--- src/hw/line_fetch_pkg.sv ---
package line_fetch_pkg;

  // Register offsets (byte addresses within the graphics register space)
  localparam logic [15:0] OFS_FRAME_START     = 16'h8310;
  localparam logic [15:0] OFS_COMP_START      = 16'h8314;
  localparam logic [15:0] OFS_LINE_INCREMENT  = 16'h8324;
  localparam logic [15:0] OFS_BUFFER_SIZES    = 16'h8328;
  localparam logic [15:0] OFS_RESERVED_832C   = 16'h832c;
  localparam logic [15:0] OFS_HORIZ_TIMING    = 16'h8330;
  localparam logic [15:0] OFS_VERT_TIMING     = 16'h8380;
  localparam logic [15:0] OFS_CONTROL         = 16'h8384;
  localparam logic [15:0] OFS_STATUS          = 16'h8388;
  localparam logic [15:0] OFS_FRAME_POINTER   = 16'h838c;
  localparam logic [15:0] OFS_COMP_POINTER    = 16'h8390;

  // Writable-bit masks; reserved bits store nothing and read as zero
  localparam logic [31:0] MASK_START_OFFSET   = 32'h003f_ffff;
  localparam logic [31:0] MASK_LINE_INCREMENT = 32'h007f_f7ff;
  localparam logic [31:0] MASK_BUFFER_SIZES   = 32'h3fff_ffff;
  localparam logic [31:0] MASK_HORIZ_TIMING   = 32'h07f8_07f8;
  localparam logic [31:0] MASK_VERT_TIMING    = 32'h07ff_07ff;
  localparam logic [31:0] MASK_CONTROL        = 32'h0000_0007;

  // Field positions
  localparam int COMP_INC_LSB   = 12;
  localparam int COMP_INC_MSB   = 22;
  localparam int FRAME_INC_LSB  = 0;
  localparam int FRAME_INC_MSB  = 10;
  localparam int VIDBUF_LSB     = 16;
  localparam int VIDBUF_MSB     = 29;
  localparam int COMP_SIZE_LSB  = 9;
  localparam int COMP_SIZE_MSB  = 15;
  localparam int FETCH_SIZE_LSB = 0;
  localparam int FETCH_SIZE_MSB = 8;
  localparam int HTOTAL_LSB     = 19;
  localparam int HTOTAL_MSB     = 26;
  localparam int HACTIVE_LSB    = 3;
  localparam int HACTIVE_MSB    = 10;
  localparam int VTOTAL_LSB     = 16;
  localparam int VTOTAL_MSB     = 26;
  localparam int VACTIVE_LSB    = 0;
  localparam int VACTIVE_MSB    = 10;
  localparam int START_ADDR_LSB = 4;
  localparam int START_ADDR_MSB = 21;
  localparam int CTL_ENABLE     = 0;
  localparam int CTL_INTERLACE  = 1;
  localparam int CTL_PANNING    = 2;
  localparam int STS_OVERFLOW   = 0;
  localparam int STS_VBLANK     = 1;

  // Reset values
  localparam logic [31:0] RESET_ZERO = 32'h0000_0000;

  // Timing counts, size limit and segment shift
  localparam logic [2:0]  PIXELS_PER_CHAR_M1 = 3'h7;
  localparam logic [7:0]  HSYNC_GAP_CHARS    = 8'h02;
  localparam logic [7:0]  HSYNC_WIDTH_CHARS  = 8'h0c;
  localparam logic [10:0] VSYNC_GAP_LINES    = 11'h003;
  localparam logic [10:0] VSYNC_WIDTH_LINES  = 11'h002;
  localparam logic [6:0]  COMP_SIZE_LIMIT    = 7'h41;
  localparam int          VIDBUF_SEG_SHIFT   = 6;

endpackage : line_fetch_pkg

--- src/hw/display_line_fetch_setup.sv ---
`timescale 1ns/1ps
`default_nettype none

module display_line_fetch_setup
  import line_fetch_pkg::*;
(
  input  wire logic        ref_clk,
  input  wire logic        rst,
  input  wire logic [15:0] reg_addr,
  input  wire logic [31:0] reg_wdata,
  input  wire logic        reg_wr,
  input  wire logic        reg_rd,
  output logic      [31:0] reg_rdata,
  input  wire logic        mem_valid,
  input  wire logic [63:0] mem_data,
  input  wire logic        comp_valid,
  output logic             fetch_req,
  output logic      [21:0] fetch_addr,
  output logic      [8:0]  fetch_qwords,
  output logic      [21:0] comp_addr,
  output logic             fifo_wr,
  output logic      [63:0] fifo_data,
  output logic      [3:0]  pixel_offset,
  output logic      [20:0] video_buffer_bytes,
  output logic             hsync,
  output logic             vsync,
  output logic             blank
);

  ////////////////////////////////////////////////////////////////////////////
  // Registers and decode

  logic [31:0] frame_start_q;
  logic [31:0] comp_start_q;
  logic [31:0] line_increment_q;
  logic [31:0] buffer_sizes_q;
  logic [31:0] horizontal_timing_one_q;
  logic [31:0] vert_timing_q;
  logic [31:0] control_q;
  logic        overflow_q;
  logic [31:0] rdata_q;

  // Exact compare; a partial decode would alias the reserved slot
  function automatic logic addr_hit(input logic [15:0] addr,
                                    input logic [15:0] ofs);
    addr_hit = (addr == ofs);
  endfunction : addr_hit

  wire hit_frame_start = reg_wr && addr_hit(reg_addr, OFS_FRAME_START);
  wire hit_comp_start  = reg_wr && addr_hit(reg_addr, OFS_COMP_START);
  wire hit_line_inc    = reg_wr && addr_hit(reg_addr, OFS_LINE_INCREMENT);
  wire hit_buf_sizes   = reg_wr && addr_hit(reg_addr, OFS_BUFFER_SIZES);
  wire hit_horiz       = reg_wr && addr_hit(reg_addr, OFS_HORIZ_TIMING);
  wire hit_vert        = reg_wr && addr_hit(reg_addr, OFS_VERT_TIMING);
  wire hit_control     = reg_wr && addr_hit(reg_addr, OFS_CONTROL);
  wire hit_status      = reg_wr && addr_hit(reg_addr, OFS_STATUS);

  wire        timing_en     = control_q[CTL_ENABLE];
  wire        interlaced    = control_q[CTL_INTERLACE];
  wire        panning       = control_q[CTL_PANNING];
  wire [10:0] comp_inc      = line_increment_q[COMP_INC_MSB:COMP_INC_LSB];
  wire [10:0] frame_inc     = line_increment_q[FRAME_INC_MSB:FRAME_INC_LSB];
  wire [13:0] vidbuf_segs   = buffer_sizes_q[VIDBUF_MSB:VIDBUF_LSB];
  wire [6:0]  comp_size     = buffer_sizes_q[COMP_SIZE_MSB:COMP_SIZE_LSB];
  wire [8:0]  fetch_size    = buffer_sizes_q[FETCH_SIZE_MSB:FETCH_SIZE_LSB];
  wire [7:0]  h_total       = horizontal_timing_one_q[HTOTAL_MSB:HTOTAL_LSB];
  wire [7:0]  h_active      = horizontal_timing_one_q[HACTIVE_MSB:HACTIVE_LSB];
  wire [10:0] v_total       = vert_timing_q[VTOTAL_MSB:VTOTAL_LSB];
  wire [10:0] v_active      = vert_timing_q[VACTIVE_MSB:VACTIVE_LSB];

  // Reserved bits are never stored, so they read back as zero
  always_ff @(posedge ref_clk or posedge rst) begin
    if (rst) begin
      frame_start_q           <= RESET_ZERO;
      comp_start_q            <= RESET_ZERO;
      line_increment_q        <= RESET_ZERO;
      buffer_sizes_q          <= RESET_ZERO;
      horizontal_timing_one_q <= RESET_ZERO;
      vert_timing_q           <= RESET_ZERO;
      control_q               <= RESET_ZERO;
    end else begin
      if (hit_frame_start) frame_start_q <= reg_wdata & MASK_START_OFFSET;
      if (hit_comp_start)  comp_start_q <= reg_wdata & MASK_START_OFFSET;
      if (hit_line_inc)    line_increment_q <= reg_wdata & MASK_LINE_INCREMENT;
      if (hit_buf_sizes)   buffer_sizes_q <= reg_wdata & MASK_BUFFER_SIZES;
      if (hit_horiz)       horizontal_timing_one_q <= reg_wdata & MASK_HORIZ_TIMING;
      if (hit_vert)        vert_timing_q <= reg_wdata & MASK_VERT_TIMING;
      if (hit_control)     control_q <= reg_wdata & MASK_CONTROL;
    end
  end

  ////////////////////////////////////////////////////////////////////////////
  // Character clock and raster counters

  function automatic logic in_window(input logic [10:0] cnt,
                                     input logic [10:0] start,
                                     input logic [10:0] len);
    in_window = (cnt >= start) && (cnt < 11'(start + len));
  endfunction : in_window

  logic [2:0]  pix_cnt_q;
  logic [7:0]  h_cnt_q;
  logic [10:0] v_cnt_q;

  wire char_en    = timing_en && (pix_cnt_q == PIXELS_PER_CHAR_M1);
  wire line_end   = char_en && (h_cnt_q == h_total);
  wire [10:0] v_step = interlaced ? 11'h002 : 11'h001;
  wire [10:0] v_next = 11'(v_cnt_q + v_step);
  wire frame_end  = line_end && (v_next > v_total);
  wire line_start = char_en && (h_cnt_q == 8'h00);
  wire v_disp     = (v_cnt_q <= v_active);
  wire h_disp     = (h_cnt_q <= h_active);

  always_ff @(posedge ref_clk or posedge rst) begin
    if (rst) begin
      pix_cnt_q <= 3'h0;
    end else if (!timing_en) begin
      pix_cnt_q <= 3'h0;
    end else begin
      pix_cnt_q <= 3'(pix_cnt_q + 3'h1);
    end
  end

  always_ff @(posedge ref_clk or posedge rst) begin
    if (rst) begin
      h_cnt_q <= 8'h00;
      v_cnt_q <= 11'h000;
    end else if (!timing_en) begin
      h_cnt_q <= 8'h00;
      v_cnt_q <= 11'h000;
    end else if (char_en) begin
      h_cnt_q <= line_end ? 8'h00 : 8'(h_cnt_q + 8'h01);
      if (line_end) begin
        v_cnt_q <= frame_end ? 11'h000 : v_next;
      end
    end
  end

  ////////////////////////////////////////////////////////////////////////////
  // Sync and blank

  // Sync offsets are fixed; a short total simply never reaches them
  wire [10:0] hs_start = 11'(11'(h_active) + 11'(HSYNC_GAP_CHARS));
  wire [10:0] vs_start = 11'(v_active + VSYNC_GAP_LINES);
  wire hsync_d = timing_en && in_window(11'(h_cnt_q), hs_start, 11'(HSYNC_WIDTH_CHARS));
  wire vsync_d = timing_en && in_window(v_cnt_q, vs_start, VSYNC_WIDTH_LINES);
  wire blank_d = !(timing_en && h_disp && v_disp);

  always_ff @(posedge ref_clk or posedge rst) begin
    if (rst) begin
      hsync <= 1'b0;
      vsync <= 1'b0;
    end else begin
      hsync <= hsync_d;
      vsync <= vsync_d;
    end
  end

  // Blank stays high in reset so the panel never shows garbage
  always_ff @(posedge ref_clk or posedge rst) begin
    if (rst) begin
      blank <= 1'b1;
    end else begin
      blank <= blank_d;
    end
  end

  ////////////////////////////////////////////////////////////////////////////
  // Line pointers and fetch requests

  logic [21:0] frame_ptr_q;
  logic [21:0] comp_ptr_q;
  logic        advance_q;

  // A start offset write moves the pointer at the next frame start, or at once while timing is off
  wire [21:0] frame_base = {frame_start_q[START_ADDR_MSB:START_ADDR_LSB], 4'h0};
  wire [21:0] comp_base  = comp_start_q[21:0];
  wire        fetch_now  = line_start && v_disp;

  always_ff @(posedge ref_clk or posedge rst) begin
    if (rst) begin
      frame_ptr_q <= 22'h000000;
      comp_ptr_q  <= 22'h000000;
      advance_q   <= 1'b0;
    end else begin
      // One cycle late, so the fetch below still sees the old pointer
      advance_q <= fetch_now;
      if (frame_end || !timing_en) begin
        frame_ptr_q <= frame_base;
        comp_ptr_q  <= comp_base;
      end else if (advance_q) begin
        frame_ptr_q <= 22'(frame_ptr_q + {9'h000, frame_inc, 2'h0});
        comp_ptr_q  <= 22'(comp_ptr_q + {9'h000, comp_inc, 2'h0});
      end
    end
  end

  always_ff @(posedge ref_clk or posedge rst) begin
    if (rst) begin
      fetch_req    <= 1'b0;
      fetch_addr   <= 22'h000000;
      fetch_qwords <= 9'h000;
      comp_addr    <= 22'h000000;
    end else begin
      fetch_req <= fetch_now;
      if (fetch_now) begin
        fetch_addr   <= frame_ptr_q;
        fetch_qwords <= fetch_size;
        comp_addr    <= comp_ptr_q;
      end
    end
  end

  ////////////////////////////////////////////////////////////////////////////
  // Returned data: keep one line's worth, drop the rest

  logic [8:0] recv_cnt_q;

  // One QWORD carries one character clock of pixels; more than that is surplus
  wire [8:0] needed_qwords = panning ? 9'(h_active) + 9'h001 : fetch_size;
  wire       keep_word     = mem_valid && (recv_cnt_q < needed_qwords);

  always_ff @(posedge ref_clk or posedge rst) begin
    if (rst) begin
      recv_cnt_q <= 9'h000;
      fifo_wr    <= 1'b0;
      fifo_data  <= 64'h0;
    end else begin
      if (fetch_now) begin
        recv_cnt_q <= 9'h000;
      end else if (mem_valid && (recv_cnt_q != 9'h1ff)) begin
        recv_cnt_q <= 9'(recv_cnt_q + 9'h001);
      end
      fifo_wr <= keep_word;
      if (keep_word) begin
        fifo_data <= mem_data;
      end
    end
  end

  ////////////////////////////////////////////////////////////////////////////
  // Compressed FIFO overflow watch

  logic [6:0] comp_cnt_q;

  // Field holds size plus one; reaching it means one entry too many
  wire comp_overflow = comp_valid && (comp_size != 7'h00) &&
                       (7'(comp_cnt_q + 7'h01) >= comp_size);

  always_ff @(posedge ref_clk or posedge rst) begin
    if (rst) begin
      comp_cnt_q <= 7'h00;
      overflow_q <= 1'b0;
    end else begin
      if (fetch_now) begin
        comp_cnt_q <= 7'h00;
      end else if (comp_valid && (comp_cnt_q != COMP_SIZE_LIMIT)) begin
        comp_cnt_q <= 7'(comp_cnt_q + 7'h01);
      end
      // Set beats a same-cycle write-one clear
      if (comp_overflow) begin
        overflow_q <= 1'b1;
      end else if (hit_status && reg_wdata[STS_OVERFLOW]) begin
        overflow_q <= 1'b0;
      end
    end
  end

  ////////////////////////////////////////////////////////////////////////////
  // Side outputs and read port

  always_ff @(posedge ref_clk or posedge rst) begin
    if (rst) begin
      pixel_offset <= 4'h0;
    end else begin
      // Pixel offset applies at once, unlike the start address
      pixel_offset <= frame_start_q[3:0];
    end
  end

  // Top bit spare: fourteen segment bits stop just short of 1 MB
  always_ff @(posedge ref_clk or posedge rst) begin
    if (rst) begin
      video_buffer_bytes <= 21'h000000;
    end else begin
      video_buffer_bytes <= {1'b0, vidbuf_segs, 6'h00};
    end
  end

  wire [31:0] status_word    = {30'h0, !v_disp, overflow_q};
  wire [31:0] frame_ptr_word = {10'h000, frame_ptr_q};
  wire [31:0] comp_ptr_word  = {10'h000, comp_ptr_q};

  // Unmapped and reserved offsets fall through to zero

  wire [31:0] rdata_d =
    addr_hit(reg_addr, OFS_FRAME_START)    ? frame_start_q           :
    addr_hit(reg_addr, OFS_COMP_START)     ? comp_start_q            :
    addr_hit(reg_addr, OFS_LINE_INCREMENT) ? line_increment_q        :
    addr_hit(reg_addr, OFS_BUFFER_SIZES)   ? buffer_sizes_q          :
    addr_hit(reg_addr, OFS_HORIZ_TIMING)   ? horizontal_timing_one_q :
    addr_hit(reg_addr, OFS_VERT_TIMING)    ? vert_timing_q           :
    addr_hit(reg_addr, OFS_CONTROL)        ? control_q               :
    addr_hit(reg_addr, OFS_STATUS)         ? status_word             :
    addr_hit(reg_addr, OFS_FRAME_POINTER)  ? frame_ptr_word          :
    addr_hit(reg_addr, OFS_COMP_POINTER)   ? comp_ptr_word           :
                                             RESET_ZERO;

  always_ff @(posedge ref_clk or posedge rst) begin
    if (rst) begin
      rdata_q <= RESET_ZERO;
    end else if (reg_rd) begin
      rdata_q <= rdata_d;
    end else begin
      rdata_q <= RESET_ZERO;
    end
  end

  assign reg_rdata = rdata_q;

endmodule : display_line_fetch_setup

`default_nettype wire

--- config.mk ---
export PLATFORM = sky130hd
export DESIGN_NAME = display_line_fetch_setup
export DESIGN_NICKNAME = d
export VERILOG_FILES = /design/src/hw/line_fetch_pkg.sv /design/src/hw/display_line_fetch_setup.sv
export SDC_FILE = /design/constraint.sdc
export NUM_CORES = 1
export LEC_CHECK = 0
export BUFFER_PORTS_ARGS = -buffer_cell sky130_fd_sc_hd__buf_4
export CORE_MARGIN = 2
export CORE_UTILIZATION = 50
export CTS_BUF_LIST = sky130_fd_sc_hd__clkbuf_16
export DETAILED_ROUTE_END_ITERATION = 8
export PLACE_DENSITY = 0.71
export SYNTH_ARGS = -nofsm -noshare
export SYNTH_HDL_FRONTEND = slang
export SYNTH_SLANG_ARGS = --single-unit
--- constraint.sdc ---
create_clock -name ref_clk -period 14.75 [get_ports ref_clk]
set_input_delay 0 -clock ref_clk [delete_from_list [all_inputs] [get_ports ref_clk]]
set_output_delay 0 -clock ref_clk [all_outputs]
set_load 0.1 [all_outputs]
# --- Word-level counts from Yosys, hierarchy flattened ---
# Index checks and enable logic that the tools add are counted.
totals:
  reg_bits: 392
  inputBits: 118
  word_cells: 131
op_classes:
  n_addsub: 12
  order_cmp: 9
  eq_ne: 16
  muxes: 31
  reduce_logical: 36
ops:
  columns: ["op", "count"]
  rows:
  - ["22-bit 2-to-1 mux", 8]
  - ["16-bit equality test (second input constant)", 10]
  - ["30-bit 2-to-1 mux", 5]
  - ["27-bit 2-to-1 mux", 2]
  - ["22-bit by 13-bit adder with 22-bit output", 2]
  - ["11-bit 2-to-1 mux", 4]
  - ["9-bit 2-to-1 mux", 3]
  - ["1-bit logical AND", 25]
  - ["8-bit 2-to-1 mux", 3]
  - ["11-bit by 2-bit adder with 11-bit output (second input constant)", 2]
  - ["7-bit 2-to-1 mux", 2]
  - ["11-bit by 2-bit adder with 11-bit output", 1]
  - ["11-bit >= comparator", 1]
  - ["11-bit greater-than comparator", 1]
  - ["11-bit less-or-equal comparator", 1]
  - ["11-bit < comparator", 1]
  - ["9-bit by 4-bit adder with 10-bit output (second input constant)", 1]
  - ["8-bit by 10-bit < comparator with 1-bit output", 1]
  - ["8-bit by 1-bit adder with 9-bit output (second input constant)", 1]
  - ["8-bit by 2-bit adder with 9-bit output (second input constant)", 1]
  - ["9-bit by 1-bit adder with 9-bit output (second input constant)", 1]
  - ["8-bit by 9-bit >= comparator with 1-bit output", 1]
  - ["9-bit < comparator", 1]
  - ["9-bit != test (second input constant)", 1]
  - ["other kinds (18)", 25]

# --- Longest topological paths before layout ---
# Gate-level depths: netlist (run 1).
logic_depth:
  ltp_word: 12
  depth_mapped: 18
  ltp_nobuf: 16

# --- Worst setup path before layout (run 1) ---
# OpenSTA, ideal clock, no wires.
synth_path:
  kind: "reg-to-reg"
  from: "reg control_q[1]"
  to: "reg comp_ptr_q[0]"
  arrival_ns: 3.149
  required_ns: 14.625
  slack_ns: 11.477
  path_stages_with_launch: 17
  period_less_slack_ns: 3.273
  path_cell_list: "dfrtp_1 inv_1 ha_1 fa_1 nand3_1 nor2_1 nand3_1 xnor2_1 ha_1 nand4_1 a21oi_1 o41ai_1 o2111ai_1 o311a_1 clkbuf_1 buf_2 mux2_2"
synth_between:
  elab_chain_cells: 6
synth_rtl:
  columns: ["element", "line_no", "text"]
  rows:
  - ["from (decl)", "display_line_fetch_setup.sv:39", "logic [31:0] control_q;"]
  - ["from (signal assigned)", "display_line_fetch_setup.sv:88", "if (hit_control) control_q <= reg_wdata & MASK_CONTROL;"]
  - ["2-bit 2-to-1 mux *", "display_line_fetch_setup.sv:107", "wire [10:0] v_step = interlaced ? 11'h002 : 11'h001;"]
  - ["11-bit by 2-bit adder with 11-bit output *", "display_line_fetch_setup.sv:108", "wire [10:0] v_next = 11'(v_cnt_q + v_step);"]
  - ["11-bit greater-than comparator *", "display_line_fetch_setup.sv:109", "wire frame_end = line_end && (v_next > v_total);"]
  - ["1-bit logical AND *", "display_line_fetch_setup.sv:109", null]
  - ["1-bit logical OR *", "display_line_fetch_setup.sv:188", "if (frame_end || !timing_en) begin"]
  - ["22-bit 2-to-1 mux / 2-bit nonzero test (equally long branches)", null, null]
  - ["to (signal assigned)", "display_line_fetch_setup.sv:190", "comp_ptr_q <= comp_base;"]
  - ["to (signal assigned)", "display_line_fetch_setup.sv:193", "comp_ptr_q <= 22'(comp_ptr_q + {9'h000, comp_inc, 2'h0});"]
  - ["to (decl)", "display_line_fetch_setup.sv:172", "logic [21:0] comp_ptr_q;"]
# Mark *: on every way between the ends. The rest lies on a longest branch, timed or not.
# A chain may end at the register's enable or synchronous reset.

# --- Worst setup path after layout (run 1) ---
layout_path:
  from: "reg control_q[1]"
  to: "reg frame_ptr_q[16]"
layout_between:
  elab_chain_cells: 6
layout_rtl:
  columns: ["element", "line_no", "text"]
  rows:
  - ["2-bit 2-to-1 mux *", "display_line_fetch_setup.sv:107", null]
  - ["11-bit by 2-bit adder with 11-bit output *", "display_line_fetch_setup.sv:108", null]
  - ["11-bit greater-than comparator *", "display_line_fetch_setup.sv:109", null]
  - ["1-bit logical AND *", "display_line_fetch_setup.sv:109", null]
  - ["1-bit logical OR *", "display_line_fetch_setup.sv:188", null]
  - ["22-bit 2-to-1 mux / 2-bit nonzero test (equally long branches)", null, null]
  - ["to (signal assigned)", "display_line_fetch_setup.sv:189", "frame_ptr_q <= frame_base;"]
  - ["to (signal assigned)", "display_line_fetch_setup.sv:192", "frame_ptr_q <= 22'(frame_ptr_q + {9'h000, frame_inc, 2'h0});"]
  - ["to (decl)", "display_line_fetch_setup.sv:171", "logic [21:0] frame_ptr_q;"]
# Marks and branches as above.

==> results of run 1 <==
==> flip-flops by register name, indices dropped and copies added (netlist names), 22 cells and up <==
name,cells
buffer_sizes_q,30
comp_addr,22
comp_ptr_q,22
comp_start_q,22
fifo_data,64
frame_start_q,22
line_increment_q,22
reg_rdata,30
vert_timing_q,22
==> tightest hold or removal path: cells and delay by family <==
kind / cells / cell delay [ps]
xor gates and xnor gates: 1 / 170
buffers and inverters: 2 / 220
and+or+nand+nor: 2 / 180
==> logic make-up (layout without fill, tap and decap cells) <==
kind of cell | count (synthesis) | count (layout) | synth area share
mux | 276 | 276 | 0.155
xor+xnor | 107 | 107 | 0.0471
simple gates | 386 | 386 | 0.0957
buf+inv | 152 | 542 | 0.0354
other cells | 1 | 11 | 0.000189
compound gates | 319 | 319 | 0.105
flops | 386 | 386 | 0.486
fa+ha+maj | 119 | 119 | 0.0760
==> Yosys cell counts, types with 15 or more instances <==
cell type | number | area share
nor3_1 | 21 | 0.0053
nor2_1 | 83 | 0.016
a31oi_1 | 18 | 0.0057
buf_2 | 33 | 0.0083
o21ai_0 | 94 | 0.024
nand3_1 | 28 | 0.0070
nand2b_1 | 15 | 0.0047
dfrtp_1 | 385 | 0.48
ha_1 | 116 | 0.073
nor2b_1 | 16 | 0.0050
mux2_2 | 257 | 0.15
a22oi_1 | 21 | 0.0079
nand4_1 | 24 | 0.0075
a21oi_1 | 63 | 0.016
clkbuf_1 | 32 | 0.0060
nand2_1 | 132 | 0.025
a21o_1 | 19 | 0.0072
mux2i_1 | 19 | 0.0096
xor2_1 | 35 | 0.015
xnor2_1 | 72 | 0.032
inv_1 | 64 | 0.012
and3_1 | 15 | 0.0047
==> layout make-up <==
| cell class | count | area share |
|---|---|---|
| sequential | 386 | 0.390 |
| multi-input combinational | 1218 | 0.387 |
| timing repair buffer | 399 | 0.132 |
| clock buffer | 42 | 0.0425 |
| tap | 525 | 0.0265 |
| clock inverter | 35 | 0.0120 |
| inverter | 66 | 0.0103 |
==> power by group through the flow <==
| stage | logic [mW] | clock network, mW | registers (mW) |
|---|---|---|---|
| 6_report | 1.25 | 1.04 | 1.25 |
| 5_1_grt | 1.29 | 1.10 | 1.26 |
| 4_1_cts | 1.25 | 1.06 | 1.25 |
| 3_5_place_dp | 1.22 | 0 | 1.26 |
| 3_3_place_gp | 1.21 | 0 | 1.26 |
| 2_1_floorplan | 0.297 | 0 | 1.92 |
==> per-layer routing <==
layer | track usage | share of wire | up-vias
li1 | - | - | 6997
met1 | 0.382 | 0.42 | 7772
met2 | 0.472 | 0.49 | 583
met3 | 0.0399 | 0.063 | 117
met4 | 0.102 | 0.031 | 0
met5 | 0 | 0 | -
==> path summary, 6_finish.rpt <==
path / startpoint / to / slack [ps] / cells past startpoint
worst min register to register: buffer_sizes_q[26]$_DFFE_PP0P_ / video_buffer_bytes[16]$_DFF_PP0_ / 400 / 0
min in group asynchronous: rst / fifo_data[49]$_DFFE_PP0P_ / 150 / 3
worst max register to register: control_q[1]$_DFFE_PP0P_ / frame_ptr_q[16]$_DFFE_PP0P_ / 10670 / 15
max in group asynchronous: rst / fifo_data[19]$_DFFE_PP0P_ / 12200 / 5
worst min-delay path: mem_valid / recv_cnt_q[0]$_DFFE_PP0P_ / 30 / 5
worst max-delay path: control_q[1]$_DFFE_PP0P_ / frame_ptr_q[16]$_DFFE_PP0P_ / 10670 / 15
==> impl_metrics.json, run 1 <==
{
  "critPathKind": "flop to flop",
  "start_util": 0.504,
  "cp.arrival_ps": 4540,
  "syn_area_sq_mm": 0.0199,
  "multi_input_area_sq_mm": 0.00958,
  "instances_no_fill": 2671,
  "slew_headroom": 0.147,
  "grt_max_degree": 180,
  "cpPeakStageDelay_ps": 670,
  "most-common-layout-cells": "385 x dfrtp_1, 298 x buf_4, 257 x mux2_2, 132 x nand2_1, 116 x ha_1",
  "ir_drop_v": 0.000247,
  "placedCellCount": 2494,
  "synth_flop_cell": "dfrtp_1",
  "final_cell_area_sq_mm": 0.0248,
  "overflow": 0,
  "drv_cap": 0,
  "swShare": 0.403,
  "slowest_stage": "buf_4",
  "cts.reportedPaths.clkPinSlew_ps": 60,
  "firstDrtPassIters": 6,
  "rsz0062_at_grt": "no",
  "pwr-share-clk": 0.295,
  "cts_max_level": 2,
  "synth_edf_count": 0,
  "drc": 0,
  "cp.required_ps": 15210,
  "p_switching_mw": 1.43,
  "diodes": 0,
  "cts_made_buffers": 42,
  "hold_path.class": "input pin to flop",
  "timing.hold.ws_ps": 34.3,
  "internal-power_mw": 2.11,
  "portBuffers": 283,
  "finalCritPeriodShare": 0.277,
  "postCtsSetupBuffers": 0,
  "die_h_um": 203,
  "cp_top_family": "adder cells",
  "drive_gt1_frac": 0.297,
  "fmax_mhz": 245,
  "synth_cells": 1746,
  "async_flop_share": 1.00,
  "die_area_sq_mm": 0.0414,
  "cts-resized-gates": 0,
  "setup-violations-final": 0,
  "grt_pass1_wl_mm": 90.7,
  "post-place-ws_ps": 10750,
  "worst_slack_ps": 10670,
  "hold_buffers": 100,
  "wl_mm": 58.4,
  "drv_slew": 0,
  "fin_crit_ps": 4080,
  "seq_power_share": 0.353,
  "nets": 2350,
  "core_area_sq_mm": 0.0395,
  "place_hpwl_mm": 40.7,
  "initialDrtViolationCount": 1398,
  "vias_per_cell": 5.79,
  "power_mw": 3.54,
  "utilization": 0.627,
  "ys_seq_elements": 386,
  "cp_num_buf_inv": 2,
  "hold_viol_final": 0,
  "n_fill_cell": 3183,
  "regArea_sq_mm": 0.00966,
  "status": "finished, final reports clean",
  "ios": 297,
  "place_area_sq_mm": 0.0224,
  "worstMarginPinSlew_ps": 1270,
  "core.rowCount": 73,
  "grt_pass1_vias": 15600,
  "area_growth_pct": 24.5,
  "crit_chain": "inv_1 -> ha_1 -> fa_1 -> nand3_1 -> nor2_1 -> nand3_1 -> xnor2_1 -> ha_1 -> nand4_1 -> a21oi_1 -> o41ai_1 -> o2111ai_1 -> o311a_2 -> buf_4 -> mux2_2",
  "p_leak_nw": 11.8,
  "final.setup.tns_ps": 0,
  "avgSynthCellArea_sq_um": 11.4,
  "antenna_found_initial": 0,
  "cts_root_buf": "clkbuf_16",
  "synth.distinct_cells": 77,
  "ant_nets": 0,
  "synth-seq-area-share": 0.486,
  "power_density_mw_per_mm2": 143,
  "mostFrequentLayoutCell": "dfrtp_1",
  "clockBufferDepth": 3,
  "cts_tree": "built",
  "end_kind": "flop",
  "synth.yosys.warnings": 0,
  "fin_worst_skew_ps": 18.0,
  "startpoint_type": "flop",
  "place_congestion": 0.894,
  "clk-insertion-delay-late_ps": 580,
  "die_w_um": 203,
  "comb_power_share": 0.352,
  "vias": 15500,
  "cts_sinks": 386,
  "post_drt_wl_per_cell_um": 21.9,
  "gr-usage-all-layers": 0.284,
  "critPathMaxFanout": 89
}
Note: power is estimated with default switching activity, not from simulation.
==> run 2, diff against run 1 <==
==> constraint.sdc (replaced) <==
create_clock -name ref_clk -period 4.2 [get_ports ref_clk]
set_input_delay 0 -clock ref_clk [delete_from_list [all_inputs] [get_ports ref_clk]]
set_output_delay 0 -clock ref_clk [all_outputs]
set_load 0.1 [all_outputs]
==> impl_metrics.json, run 2 (same netlist as run 1, synthesis figures left out) <==
{
  "overflow": 0,
  "nets": 2367,
  "p_switching_mw": 5.00,
  "post_drt_wl_per_cell_um": 22.0,
  "finalCritPeriodShare": 0.870,
  "worstMarginPinSlew_ps": 1010,
  "most-common-layout-cells": "385 x dfrtp_1, 310 x buf_4, 257 x mux2_2, 132 x nand2_1, 116 x ha_1",
  "ios": 297,
  "power_density_mw_per_mm2": 496,
  "firstDrtPassIters": 6,
  "n_fill_cell": 3073,
  "grt_pass1_wl_mm": 91.0,
  "post-place-ws_ps": 640,
  "cp_num_buf_inv": 2,
  "critPathMaxFanout": 27,
  "wl_mm": 59.2,
  "grt_pass1_vias": 15900,
  "placedCellCount": 2511,
  "end_kind": "flop",
  "area_growth_pct": 25.3,
  "slowest_stage": "dfrtp_1",
  "regArea_sq_mm": 0.00966,
  "vias": 15600,
  "cts.reportedPaths.clkPinSlew_ps": 60,
  "place_congestion": 0.936,
  "startpoint_type": "flop",
  "comb_power_share": 0.355,
  "hold_viol_final": 0,
  "cts_sinks": 386,
  "die_h_um": 203,
  "core.rowCount": 73,
  "core_area_sq_mm": 0.0395,
  "slew_headroom": 0.325,
  "die_w_um": 203,
  "seq_power_share": 0.354,
  "largest_register_ffs": 64,
  "cp.arrival_ps": 4100,
  "instances_no_fill": 2688,
  "fmax_mhz": 274,
  "clockBufferDepth": 3,
  "cts-resized-gates": 0,
  "cpPeakStageDelay_ps": 430,
  "swShare": 0.405,
  "drc": 0,
  "vias_per_cell": 5.81,
  "cts_tree": "built",
  "multi_input_area_sq_mm": 0.00958,
  "drv_cap": 0,
  "drive_gt1_frac": 0.303,
  "p_leak_nw": 11.9,
  "cts_root_buf": "clkbuf_16",
  "rsz0062_at_grt": "no",
  "internal-power_mw": 7.36,
  "pwr-share-clk": 0.291,
  "timing.hold.ws_ps": 93.9,
  "hold_path.class": "input pin to flop",
  "worst_slack_ps": 544,
  "critPathKind": "flop to flop",
  "portBuffers": 283,
  "antenna_found_initial": 1,
  "die_area_sq_mm": 0.0414,
  "fin_crit_ps": 3660,
  "place_hpwl_mm": 41.6,
  "cp.required_ps": 4640,
  "fin_worst_skew_ps": 16.9,
  "cts_max_level": 2,
  "ant_nets": 0,
  "drv_slew": 0,
  "start_util": 0.504,
  "place_area_sq_mm": 0.0226,
  "initialDrtViolationCount": 1135,
  "mostFrequentLayoutCell": "dfrtp_1",
  "status": "finished, final reports clean",
  "clk-insertion-delay-late_ps": 560,
  "cp_top_family": "adder cells",
  "grt_max_degree": 98,
  "crit_chain": "inv_1 -> ha_1 -> fa_1 -> nand3_1 -> nor2_1 -> nand3_1 -> xnor2_1 -> ha_1 -> nand4_1 -> a21oi_1 -> o41ai_1 -> o2111ai_1 -> o311a_2 -> buf_4 -> mux2_2",
  "ir_drop_v": 0.000559,
  "cts_made_buffers": 43,
  "hold_buffers": 99,
  "final_cell_area_sq_mm": 0.0249,
  "gr-usage-all-layers": 0.287,
  "setup-violations-final": 0,
  "postCtsSetupBuffers": 0,
  "top_register": "fifo_data"
}
==> run 2: cell count changes in the layout (fill, tap and decap cells not counted), sizes merged, moves of 2 or more <==
cell	change
clkinv	-6
inv	-2
clkbuf	+3
clkinvlp	+8
bufinv	-3
buf	+17
==> run 2: power by group through the flow <==
stage | clock (mW) | combinational [mW] | sequential [mW]
after floorplan | 0 | 1.04 | 6.74
after global placement | 0 | 4.25 | 4.41
after detailed placement | 0 | 4.32 | 4.44
after CTS | 3.65 | 4.40 | 4.37
after global routing | 3.79 | 4.57 | 4.43
final | 3.59 | 4.39 | 4.38
==> run 2: per-layer routing <==
metal	up-vias	global-route usage	wire length, um
met2	611	0.474	28400
met5	-	0	0
met1	7786	0.371	24000
met4	0	0.130	2630
met3	166	0.0497	4100
li1	7042	-	-
==> run 2: worst min-delay path: cells and delay by family <==
| family | cells | cell delay [ps] |
|---|---|---|
| compound gates | 2 | 270 |
| simple gates | 2 | 210 |
| buf+inv | 1 | 130 |
==> run 2: worst paths after layout <==
path	startpoint	end	slack (ps)	cells after the start
max in group asynchronous	rst	buffer_sizes_q[16]$_DFFE_PP0P_	2840	4
setup / recovery	control_q[1]$_DFFE_PP0P_	frame_ptr_q[6]$_DFFE_PP0P_	540	15
hold reg to reg	buffer_sizes_q[29]$_DFFE_PP0P_	video_buffer_bytes[19]$_DFF_PP0_	400	0
hold / removal	reg_addr[5]	reg_rdata[2]$_DFF_PP0_	90	5
setup reg to reg	control_q[1]$_DFFE_PP0P_	frame_ptr_q[6]$_DFFE_PP0P_	540	15
min in group asynchronous	rst	horizontal_timing_one_q[23]$_DFFE_PP0P_	180	3
==> run 2: per-stage QoR <==
step	TNS [ps]	total power, mW	utilization
2_1_floorplan	-380820	7.78	-
3_3_place_gp	0	8.67	0.573
3_5_place_dp	0	8.76	0.573
4_1_cts	0	12.4	0.632
5_1_grt	0	12.8	0.632
6_report	0	12.4	0.632
==> run 2: layout make-up <==
cell class,instances,area share
inverters,66,0.0101
multi-input cells,1218,0.384
repair buffers,415,0.138
clock inverters,32,0.00843
flip-flops and latches,386,0.388
well taps,525,0.0264
diodes,1,0.000100
clock buffers,45,0.0452
==> run 3, diff against run 2 <==
--- a/config.mk
+++ b/config.mk
@@ -11,6 +11,8 @@
 export CTS_BUF_LIST = sky130_fd_sc_hd__clkbuf_16
 export DETAILED_ROUTE_END_ITERATION = 8
 export PLACE_DENSITY = 0.71
+export RECOVER_POWER = 50
+export SLEW_MARGIN = 20
 export SYNTH_ARGS = -nofsm -noshare
 export SYNTH_HDL_FRONTEND = slang
 export SYNTH_SLANG_ARGS = --single-unit
==> impl_metrics.json, run 3 (same netlist as run 1, synthesis figures left out) <==
{
  "post-place-ws_ps": 640,
  "hold_end": "reg_rdata[1]$_DFF_PP0_",
  "slew_headroom": -0.603,
  "place_hpwl_mm": 41.6,
  "vias_per_cell": 5.81,
  "grt_pass1_wl_mm": 91.0,
  "hold_viol_final": 0,
  "overflow": 0,
  "nets": 2367,
  "worstRegToRegCells": 15,
  "rsz0062_at_grt": "no",
  "cp.arrival_ps": 4090,
  "core_area_sq_mm": 0.0395,
  "fin_worst_skew_ps": 17.4,
  "area_growth_pct": 21.8,
  "worstMarginPinSlew_ps": 2400,
  "portBuffers": 283,
  "cpPeakStageDelay_ps": 430,
  "power_density_mw_per_mm2": 498,
  "cts.reportedPaths.clkPinSlew_ps": 60,
  "ios": 297,
  "grt_pass1_vias": 15900,
  "cp_num_buf_inv": 2,
  "ir_drop_v": 0.000555,
  "cts_sinks": 386,
  "startpoint_type": "flop",
  "hold_path.class": "input pin to flop",
  "most-common-layout-cells": "385 x dfrtp_1, 257 x mux2_2, 171 x clkbuf_1, 139 x buf_4, 132 x nand2_1",
  "clk-insertion-delay-late_ps": 560,
  "setup-violations-final": 0,
  "core.rowCount": 73,
  "ant_nets": 0,
  "drv_cap": 5,
  "drc": 0,
  "die_area_sq_mm": 0.0414,
  "die_h_um": 203,
  "drv_slew": 274,
  "cp_top_family": "adder cells",
  "cts_tree": "built",
  "crit_chain": "inv_1 -> ha_1 -> fa_1 -> nand3_1 -> nor2_1 -> nand3_1 -> xnor2_1 -> ha_1 -> nand4_1 -> a21oi_1 -> o41ai_1 -> o2111ai_1 -> o311a_2 -> buf_4 -> mux2_2",
  "violations": "capacitance limit, slew limit",
  "worst_slack_ps": 549,
  "min_delay_path_depth": 4,
  "antenna_found_initial": 1,
  "p_leak_nw": 11.2,
  "post_drt_wl_per_cell_um": 22.0,
  "drive_gt1_frac": 0.224,
  "initialDrtViolationCount": 1073,
  "min_from": "reg_addr[5]",
  "place_congestion": 0.936,
  "vias": 15600,
  "clockBufferDepth": 3,
  "cts_made_buffers": 43,
  "slowest_stage": "dfrtp_1",
  "die_w_um": 203,
  "r2r_end": "frame_ptr_q[6]$_DFFE_PP0P_",
  "fin_crit_ps": 3650,
  "firstDrtPassIters": 7,
  "top_register": "fifo_data",
  "r2r_slack_ps": 550,
  "final.setup.tns_ps": 0,
  "gr-usage-all-layers": 0.287,
  "critPathMaxFanout": 27,
  "wl_mm": 59.3,
  "n_fill_cell": 3295,
  "worst_r2r_startpoint": "control_q[1]$_DFFE_PP0P_",
  "fmax_mhz": 274,
  "start_util": 0.504,
  "cts_max_level": 2,
  "status": "complete, but fails checks",
  "largest_register_ffs": 64,
  "grt_max_degree": 98,
  "finalCritPeriodShare": 0.869,
  "cp.required_ps": 4640,
  "critPathKind": "flop to flop",
  "end_kind": "flop",
  "cts_root_buf": "clkbuf_16",
  "mostFrequentLayoutCell": "dfrtp_1"
}
==> run 3: worst max-delay path by stage <==
stage / cells after the start / from / end
global route: 4 / rst / fetch_addr[9]$_DFFE_PP0P_
CTS: 15 / control_q[1]$_DFFE_PP0P_ / comp_ptr_q[1]$_DFFE_PP0P_
floorplan: 1 / rst / buffer_sizes_q[0]$_DFFE_PP0P_
detailed placement: 15 / control_q[1]$_DFFE_PP0P_ / frame_ptr_q[6]$_DFFE_PP0P_
finish: 15 / control_q[1]$_DFFE_PP0P_ / frame_ptr_q[6]$_DFFE_PP0P_
global placement: 15 / control_q[1]$_DFFE_PP0P_ / frame_ptr_q[6]$_DFFE_PP0P_
==> run 3: worst register-to-register path, delay by kind of cell, from the launching register on <==
| family | cells | cell delay (ps) |
|---|---|---|
| adder cells (fa/ha/maj) | 3 | 830 |
| XOR/XNOR | 1 | 170 |
| buffers and inverters | 2 | 440 |
| multiplexers | 1 | 390 |
| AO/OA/AOI/OAI | 4 | 550 |
| flip-flops | 1 | 430 |
| AND/OR/NAND/NOR | 4 | 700 |
==> run 3: area by class of cell <==
| class | count | area, sq um | area share |
|---|---|---|---|
| Clock buffer | 45 | 1130 | 0.0465 |
| Tap cell | 525 | 657 | 0.0271 |
| Timing Repair Buffer | 415 | 2750 | 0.114 |
| Inverter | 66 | 249 | 0.0103 |
| Clock inverter | 32 | 210 | 0.00867 |
| Sequential cell | 386 | 9660 | 0.399 |
| Multi-Input combinational cell | 1218 | 9580 | 0.395 |
| Antenna cell | 1 | 2.50 | 0.000103 |
==> run 3: routing by layer <==
metal  part of all wire  up-vias  GRT usage  wire length (um)
met3              0.064      163     0.0497              3780
met2               0.48      616      0.474             28400
met1               0.41     7797      0.371             24400
met5                  0        -          0                 0
li1                   -     7036          -                 -
met4              0.044        0      0.130              2620
==> run 3: what timing repair did <==
item,4_1_cts,5_1_grt
setup endpoints to repair,0,0
resized for setup,0,0
endpoints found under the hold margin,252,0
hold buffers,99,0
setup buffers,0,0
==> run 3: power by group <==
part | switching, mW | internal (mW)
clock | 1.53 | 2.06
sequential | 0.254 | 4.12
combinational | 3.21 | 0.896
total | 5.00 | 7.07
==> run 3: stage by stage <==
step	power, mW	util	hold WS (ps)	cells	area (sq um)
3_5_place_dp	8.76	0.573	214	2511	22600
5_1_grt	12.5	0.614	105	2688	24200
6_report	12.1	0.614	104	2688	24200
4_1_cts	12.4	0.632	34.9	2687	24900
3_3_place_gp	8.67	0.573	206	2511	22600
2_1_floorplan	7.78	-	117	1756	19900
